File: src/hw/dgs_pkg.sv
package dgs_pkg;

    // ************************************************************
    // Microinstruction layout
    // ************************************************************
    localparam int UI_W        = 20;
    localparam int ADDR_W      = 6;
    localparam int SEL_W       = 3;
    localparam int RES_W       = 2;
    localparam int RASTER_W    = 8;
    localparam int PROG_DEPTH  = 64;
    localparam int NUM_PROGS   = 3;

    // Select codes shared by both selectors
    localparam logic [2:0] SEL_ZERO = 3'h0;
    localparam logic [2:0] SEL_ONE  = 3'h7;

    // Cycle opcodes to the timing generator
    localparam logic [1:0] OP_REFRESH = 2'h0;
    localparam logic [1:0] OP_READ    = 2'h1;
    localparam logic [1:0] OP_WRITE   = 2'h2;
    localparam logic [1:0] OP_NOP     = 2'h3;

    localparam logic [5:0] DMA_READBACK_STEP = 6'h32;

    typedef struct packed {
        logic [5:0] next_address_field;
        logic [2:0] second_condition_select;
        logic [2:0] first_condition_select;
        logic       shift;
        logic       x_update;
        logic       y_update;
        logic       fg_load;
        logic       bus_write;
        logic       bus_ack;
        logic       ready;
        logic [1:0] opcode;
    } dgs_uinst_t;

    typedef struct packed {
        logic quasi_dma_active;
        logic hold_read_update;
        logic move_write_addressed;
        logic generator_dma_active;
        logic bus_read_or_write;
        logic bus_write_in;
    } dgs_cond2_t;

    typedef struct packed {
        logic operation_pending;
        logic generator_is_dma_source;
        logic valid_programmed_transfer;
        logic move_register_addressed;
        logic update_only;
        logic cycle_complete;
    } dgs_cond1_t;

endpackage

File: src/hw/dgs_sequencer.sv
`timescale 1ns/10ps
module dgs_sequencer
    import dgs_pkg::*;
#(
    parameter int DATA_W = 16
) (
    input  wire logic                core_clk_i,
    input  wire logic                reset_i,
    input  wire logic [RES_W-1:0]    resolution_key_i,
    input  wire dgs_cond2_t          cond2_i,
    input  wire dgs_cond1_t          cond1_i,
    input  wire logic [DATA_W-1:0]   internal_data_i,
    input  wire logic                raster_register_load_strobe_i,
    input  wire logic                ucode_wr_i,
    input  wire logic [RES_W-1:0]    ucode_wr_prog_i,
    input  wire logic [ADDR_W-1:0]   ucode_wr_addr_i,
    input  wire dgs_uinst_t          ucode_wr_data_i,
    output logic                     shift_pulse_o,
    output logic                     x_point_update_pulse_o,
    output logic                     y_point_update_pulse_o,
    output logic                     foreground_load_pulse_o,
    output logic                     generator_bus_write_o,
    output logic                     generator_bus_ack_o,
    output logic                     force_ready_out_o,
    output logic [1:0]               cycle_opcode_o,
    output logic                     memory_readback_line_o,
    output logic [RASTER_W-1:0]      raster_data_o,
    output logic                     raster_bit_o,
    output logic [ADDR_W-1:0]        uaddr_o
);

    // ************************************************************
    // Microcode store: one 64-word program per resolution
    // ************************************************************
    dgs_uinst_t ucode_mem [NUM_PROGS*PROG_DEPTH];

    logic [ADDR_W-1:0]   uaddr_r;
    logic [ADDR_W-1:0]   uaddr_nxt;
    dgs_uinst_t          uinst_r;
    logic [RES_W-1:0]    prog_sel_r;
    logic [RASTER_W-1:0] raster_r;
    logic [RASTER_W-1:0] raster_nxt;

    wire logic [7:0] fetch_idx = {prog_sel_r, uaddr_nxt};
    wire logic [7:0] wr_idx    = {ucode_wr_prog_i, ucode_wr_addr_i};

    // Write port; words aimed at an unused program are dropped
    always_ff @(posedge core_clk_i) begin
        if (ucode_wr_i && (ucode_wr_prog_i < RES_W'(NUM_PROGS))) begin
            ucode_mem[wr_idx] <= ucode_wr_data_i;
        end
    end

    // Program select follows a used key on every clock out of reset; reset clears it to 0
    always_ff @(posedge core_clk_i) begin
        if (reset_i) begin
            prog_sel_r <= '0;
        end else if (resolution_key_i < RES_W'(NUM_PROGS)) begin
            prog_sel_r <= resolution_key_i;
        end
    end

    // ************************************************************
    // Condition selectors
    // ************************************************************
    logic [7:0] sel2_vec;
    logic [7:0] sel1_vec;
    assign sel2_vec = {1'b1, cond2_i.bus_write_in, cond2_i.bus_read_or_write,
                       cond2_i.generator_dma_active, cond2_i.move_write_addressed,
                       cond2_i.hold_read_update, cond2_i.quasi_dma_active, 1'b0};
    assign sel1_vec = {1'b1, cond1_i.cycle_complete, cond1_i.update_only,
                       cond1_i.move_register_addressed,
                       cond1_i.valid_programmed_transfer,
                       cond1_i.generator_is_dma_source,
                       cond1_i.operation_pending, 1'b0};

    wire logic cond2_bit = sel2_vec[uinst_r.second_condition_select];
    wire logic cond1_bit = sel1_vec[uinst_r.first_condition_select];

    // Group of four chosen by next-address, low pair by conditions
    assign uaddr_nxt = {uinst_r.next_address_field[5:2], cond2_bit, cond1_bit};

    // ************************************************************
    // Sequencer: one microword per clock
    // ************************************************************
    always_ff @(posedge core_clk_i) begin
        if (reset_i) begin
            uaddr_r <= '0;
            uinst_r <= '{next_address_field: 6'h00,
                         second_condition_select: SEL_ZERO,
                         first_condition_select: SEL_ZERO,
                         opcode: OP_NOP, default: 1'b0};
        end else begin
            uaddr_r <= uaddr_nxt;
            uinst_r <= ucode_mem[fetch_idx];
        end
    end

    // ************************************************************
    // Raster data register
    // ************************************************************
    always_comb begin
        raster_nxt = raster_r;
        if (raster_register_load_strobe_i) begin
            raster_nxt = internal_data_i[RASTER_W-1:0];
        end else if (uinst_r.shift) begin
            raster_nxt = {raster_r[RASTER_W-2:0], raster_r[RASTER_W-1]};
        end
    end

    always_ff @(posedge core_clk_i) begin
        if (reset_i) begin
            raster_r <= '0;
        end else begin
            raster_r <= raster_nxt;
        end
    end

    // ************************************************************
    // Control outputs straight from the microword register, readback line decoded from its opcode; raster and address outputs from their own registers
    // ************************************************************
    assign shift_pulse_o           = uinst_r.shift;
    assign x_point_update_pulse_o  = uinst_r.x_update;
    assign y_point_update_pulse_o  = uinst_r.y_update;
    assign foreground_load_pulse_o = uinst_r.fg_load;
    assign generator_bus_write_o   = uinst_r.bus_write;
    assign generator_bus_ack_o     = uinst_r.bus_ack;
    assign force_ready_out_o       = uinst_r.ready;
    assign cycle_opcode_o          = uinst_r.opcode;
    assign memory_readback_line_o  = (uinst_r.opcode == OP_READ);
    assign raster_data_o           = raster_r;
    assign raster_bit_o            = raster_r[RASTER_W-1];
    assign uaddr_o                 = uaddr_r;

    // ************************************************************
    // Checks
    // ************************************************************
    chk_zero_select: assert property (@(posedge core_clk_i) disable iff (reset_i)
        uinst_r.first_condition_select == SEL_ZERO && uinst_r.second_condition_select == SEL_ZERO
        |=> uaddr_r[1:0] == 2'h0)
        else $error("zero select did not force low address bits");
    chk_one_select: assert property (@(posedge core_clk_i) disable iff (reset_i)
        uinst_r.first_condition_select == SEL_ONE && uinst_r.second_condition_select == SEL_ONE
        |=> uaddr_r[1:0] == 2'h3)
        else $error("one select did not force low address bits");
    chk_group_branch: assert property (@(posedge core_clk_i) disable iff (reset_i)
        1'b1 |=> uaddr_r[5:2] == $past(uinst_r.next_address_field[5:2]))
        else $error("branch left its four-word group");
    chk_shift_rotate: assert property (@(posedge core_clk_i) disable iff (reset_i)
        uinst_r.shift && !raster_register_load_strobe_i
        |=> raster_r == {$past(raster_r[6:0]), $past(raster_r[7])})
        else $error("raster register did not rotate left");
    chk_raster_load: assert property (@(posedge core_clk_i) disable iff (reset_i)
        raster_register_load_strobe_i |=> raster_r == $past(internal_data_i[7:0]))
        else $error("raster register did not load low byte");
    chk_raster_hold: assert property (@(posedge core_clk_i) disable iff (reset_i)
        !uinst_r.shift && !raster_register_load_strobe_i |=> $stable(raster_r))
        else $error("raster register moved without shift");
    chk_readback_line: assert property (@(posedge core_clk_i) disable iff (reset_i)
        memory_readback_line_o == (cycle_opcode_o == 2'h1))
        else $error("readback line disagrees with opcode");
    chk_wait_loop: assert property (@(posedge core_clk_i) disable iff (reset_i)
        uinst_r.next_address_field[5:2] == uaddr_r[5:2]
        && uinst_r.first_condition_select == SEL_ONE
        && uinst_r.second_condition_select == SEL_ONE && uaddr_r[1:0] == 2'h3
        |=> uaddr_r == $past(uaddr_r))
        else $error("self loop did not repeat");
    chk_reset_nop: assert property (@(posedge core_clk_i)
        reset_i |=> cycle_opcode_o == 2'h3 && !force_ready_out_o)
        else $error("opcode not no-operation after reset");

    // ************************************************************
    // Branch and program select checks
    // ************************************************************
    // Select codes that the checks below watch directly
    localparam logic [2:0] SEL_QUASI_DMA  = 3'h1;
    localparam logic [2:0] SEL_CYCLE_DONE = 3'h6;

    chk_quasi_branch: assert property (@(posedge core_clk_i) disable iff (reset_i)
        uinst_r.second_condition_select == SEL_QUASI_DMA
        |=> uaddr_r[1] == $past(cond2_i.quasi_dma_active))
        else $error("second selector missed the quasi-DMA flag");
    chk_complete_branch: assert property (@(posedge core_clk_i) disable iff (reset_i)
        uinst_r.first_condition_select == SEL_CYCLE_DONE
        |=> uaddr_r[0] == $past(cond1_i.cycle_complete))
        else $error("first selector missed cycle complete");
    chk_readback_wait: assert property (@(posedge core_clk_i) disable iff (reset_i)
        uaddr_r == DMA_READBACK_STEP && !cond1_i.cycle_complete
        |=> uaddr_r == DMA_READBACK_STEP)
        else $error("readback step left before cycle complete");
    chk_key_follow: assert property (@(posedge core_clk_i) disable iff (reset_i)
        resolution_key_i < RES_W'(NUM_PROGS) |=> prog_sel_r == $past(resolution_key_i))
        else $error("program select did not follow the key");
    chk_key_refused: assert property (@(posedge core_clk_i) disable iff (reset_i)
        resolution_key_i >= RES_W'(NUM_PROGS) |=> $stable(prog_sel_r))
        else $error("program select took an unused key");

    cov_readback: cover property (@(posedge core_clk_i) disable iff (reset_i)
        uaddr_r == DMA_READBACK_STEP ##1 uaddr_r == DMA_READBACK_STEP);
    cov_shift: cover property (@(posedge core_clk_i) disable iff (reset_i) shift_pulse_o);
    cov_write: cover property (@(posedge core_clk_i) disable iff (reset_i)
        cycle_opcode_o == OP_WRITE);
    cov_ready: cover property (@(posedge core_clk_i) disable iff (reset_i) force_ready_out_o);
    cov_key_refused: cover property (@(posedge core_clk_i) disable iff (reset_i)
        resolution_key_i >= RES_W'(NUM_PROGS));

endmodule

File: config.mk
export PLATFORM = sky130hd
export DESIGN_NAME = dgs_sequencer
export DESIGN_NICKNAME = d
export VERILOG_FILES = /design/src/hw/dgs_pkg.sv /design/src/hw/dgs_sequencer.sv
export SDC_FILE = /design/constraint.sdc
export NUM_CORES = 2
export LEC_CHECK = 0
export BUFFER_PORTS_ARGS = -buffer_cell sky130_fd_sc_hd__buf_4
export CAP_MARGIN = 20
export CORE_UTILIZATION = 63
export DETAILED_ROUTE_END_ITERATION = 6
export PLACE_DENSITY_LB_ADDON = 0.1
export SYNTH_ARGS = -nofsm -noshare
export SYNTH_HDL_FRONTEND = slang
export SYNTH_SLANG_ARGS = --single-unit
File: constraint.sdc
create_clock -name core_clk_i -period 3.2 [get_ports core_clk_i]
set_clock_uncertainty 0.05 [all_clocks]
set_input_delay 0.16 -clock core_clk_i [delete_from_list [all_inputs] [get_ports core_clk_i]]
set_output_delay 0.16 -clock core_clk_i [all_outputs]
set_load 0.01 [all_outputs]
==> results.json <==
{
  "peakVddDrop_mv": 0.6953,
  "synth-edff-count": 3648,
  "cp_slowest_stage_delay_ns": 0.41,
  "drcViolationCount": 0,
  "start_util_pct": 63.63,
  "cts.sinks": 3683,
  "drv_cap": 0,
  "violations": "setup timing",
  "path_cells": "o211ai_1 > buf_4 > o211a_4 > nand2_8 > buf_16 > buf_6 > buf_4 > mux2i_1 > a32oi_2 > nand4_1 > buf_6 > nor3_4 > nand4_1 > buf_4 > a211oi_4 > buf_6",
  "synth_top_area_share_pct": 76.33,
  "use_met2_pct": 59.53,
  "synth.cell_area_mm2": 0.1435,
  "clockRootBuffer": "clkbuf_16",
  "grt.met1_usage_pct": 52.04,
  "endpoint_kind": "register",
  "crit_required_ns": 4.05,
  "grt_pass1_wl_um": 636400,
  "cp_max_fo": 11,
  "grt_usage_pct": 38.83,
  "p_leak_uw": 0.05931,
  "finalCritPeriodShare_pct": 120.6,
  "chipWidth_um": 479.3,
  "maxSlewHeadroom_pct": 28.42,
  "critPathLaunchType": "register",
  "dp_cells": 13392,
  "dp_hpwl_um": 274700,
  "routedWlPerCell_um": 31.51,
  "grt.overflow.total": 0,
  "worst_slack_ns": -0.6584,
  "cts_max_level": 5,
  "syn-num-nets": 9872,
  "grt-busiest-layer": "met2",
  "status": "complete, but fails checks",
  "synth.most_common_cell": "edfxtp_1",
  "drt-total-wl_um": 450800,
  "first_iter_violations": 16079,
  "routabilityCongestion": 0.9860,
  "die_height_um": 479.3,
  "yosysUniqueCellTypes": 82,
  "final_area_mm2": 0.1731,
  "clk_pin_slew_ns": 0.07,
  "yosys-top-cells-count": "3648 x edfxtp_1, 2263 x nand2_1, 953 x nand3_1",
  "antenna_left": 0,
  "antenna_found_initial": 16,
  "rsz0062_at_grt": "yes",
  "dr_total_vias": 95369,
  "ys_ff_latch": 3683,
  "io_pins": 88,
  "timing.setup.tns_ns": -7.658,
  "synth_area_per_cell_um2": 14.63,
  "final_layout_size_suffix_gt1_share_pct": 21.89,
  "tightest_slew_ns": 1.074,
  "synth_cells": 9809,
  "insertion_delay_ns": 1.00,
  "hp-class": "in2reg",
  "grt_max_degree": 129,
  "first_pass_iters": 6,
  "rows": 174,
  "cp.arrival_ns": 4.71,
  "fin_crit_ns": 3.858,
  "synth_ff_type": "edfxtp_1",
  "yosys.area.top_type": "edfxtp_1",
  "ys_warn_count": 0,
  "hold_slack_ns": 0.07762,
  "cts_made_buffers": 372,
  "grt_pass1_vias": 91841,
  "synth_area_leaders": "edfxtp_1 76%, nand2_1 5.9%, nand3_1 3.3%",
  "slowest_stage": "a211oi_4",
  "die-area_mm2": 0.2297,
  "clk_path_buf_depth": 4,
  "use_met3_pct": 8.100,
  "vias_per_cell": 6.666,
  "portBuffers": 77,
  "slew_violations": 0,
  "nets": 11079,
  "core-area_mm2": 0.2255,
  "hold_viol_final": 0,
  "crit_type": "reg2reg",
  "fin_cells": 14306,
  "cts_tree": "done",
  "setup-violations-final": 19,
  "dpl_cell_area_mm2": 0.1560,
  "synth-async-reset-ratio_pct": 0,
  "area_growth_pct": 20.61,
  "seq_area_frac_synth_pct": 76.82,
  "powerDensity_mw_per_mm2": 927.6,
  "clock.fmax_ghz": 0.2592
}
## worst max-delay path, delay by kind of cell (launching register included)
| family | cells | cell delay (ns) |
|---|---|---|
| AO/OA/AOI/OAI | 4 | 1.03 |
| AND/OR/NAND/NOR | 4 | 0.80 |
| multiplexers | 1 | 0.12 |
| flip-flops | 1 | 0.37 |
| buffers and inverters | 7 | 1.39 |
## through the flow
stage,utilization [%],setup WS [ns],total power (µW)
floorplan,-,0.6110,82900
global placement,69.15,-1.333,106800
detailed placement,69.15,-1.357,107700
CTS,76.08,-0.5821,156500
global route,76.73,-0.6184,164900
finish,76.74,-0.6584,160600
## layer usage
layer,up-vias,routed length [µm]
li1,39670,-
met1,47165,155500
met2,7231,207300
met3,1297,58080
met4,6,29940
met5,-,31
## cell type report
cell class	count	area, µm²
multi-input combinational	5497	32300
sequential	3683	110300
timing repair buffer	1453	14860
clock buffer	470	9923
antenna	12	30.03
clock inverter	190	1922
inverter	9	33.78
fill	12871	52460
tap	2992	3744
## flip-flops by register name, indices dropped and copies added (netlist names), 2 cells and up
| name | count |
|---|---|
| ucode_mem | 3648 |
| prog_sel_r | 2 |
| uinst_r | 6 |
| raster_data_o | 8 |
| cycle_opcode_o | 2 |
| fetch_idx | 4 |
| uaddr_o | 6 |
## kinds of logic (layout without fill, tap and decap cells)
group	Yosys count	in the layout	synth area share, %
and+or+nand+nor	4109	4109	12.61
DFF	3683	3683	76.82
AOI/OAI and AO/OA	1001	1001	4.898
buffers and inverters	629	2122	2.296
muxes	387	387	3.378
other	0	12	0
## power breakdown
group,total [µW],switching (µW),internal (µW)
combinational,64000,38100,25900
clock,42800,17900,24900
sequential,53700,390,53300
## final timing paths
path	slack (ns)	from	cells past startpoint	to
setup reg to reg	-0.66	uinst_r[10]$_SDFF_PP0_	16	uinst_r[10]$_SDFF_PP0_
hold / removal	0.08	ucode_wr_prog_i[1]	5	ucode_mem[18][1]$_DFFE_PP_
hold reg to reg	0.67	ucode_mem[60][19]$_DFFE_PP_	4	fetch_idx[4]$_SDFF_PP0_
setup / recovery	-0.66	uinst_r[10]$_SDFF_PP0_	16	uinst_r[10]$_SDFF_PP0_
## cells in the final DEF, fill, tap and decap left out, types with 17 or more instances in the layout
cell type	instances
edfxtp_1	3648
nand2_1	2257
buf_4	1057
nand3_1	939
clkbuf_16	389
mux2i_1	295
and3_1	217
nand4_1	204
a31oi_1	191
nor2_2	190
a211oi_1	190
buf_12	187
a21oi_1	124
a22oi_1	119
nor2_1	97
clkbuf_1	79
mux4_2	77
buf_6	71
clkinv_2	69
dlygate4sd3_1	68
clkinv_1	64
o21ai_0	55
a32oi_1	45
nor3_1	42
bufinv_16	38
nor3_2	32
buf_16	24
dfxtp_1	24
a211oi_2	23
o22ai_1	21
a22oi_2	21
buf_8	21
a211o_1	18
a31oi_2	17
## what timing repair did
| action | 4_1_cts | 5_1_grt |
|---|---|---|
| hold buffers | 68 | 0 |
| buffers inserted | 110 | 53 |
| endpoints found under the hold margin | 3318 | 0 |
| pin swaps | 125 | 137 |
| cloned | 22 | 10 |
| resized for setup | 305 | 195 |
| setup endpoints to repair | 19 | 19 |
Note: power is estimated with default switching activity, not from simulation.
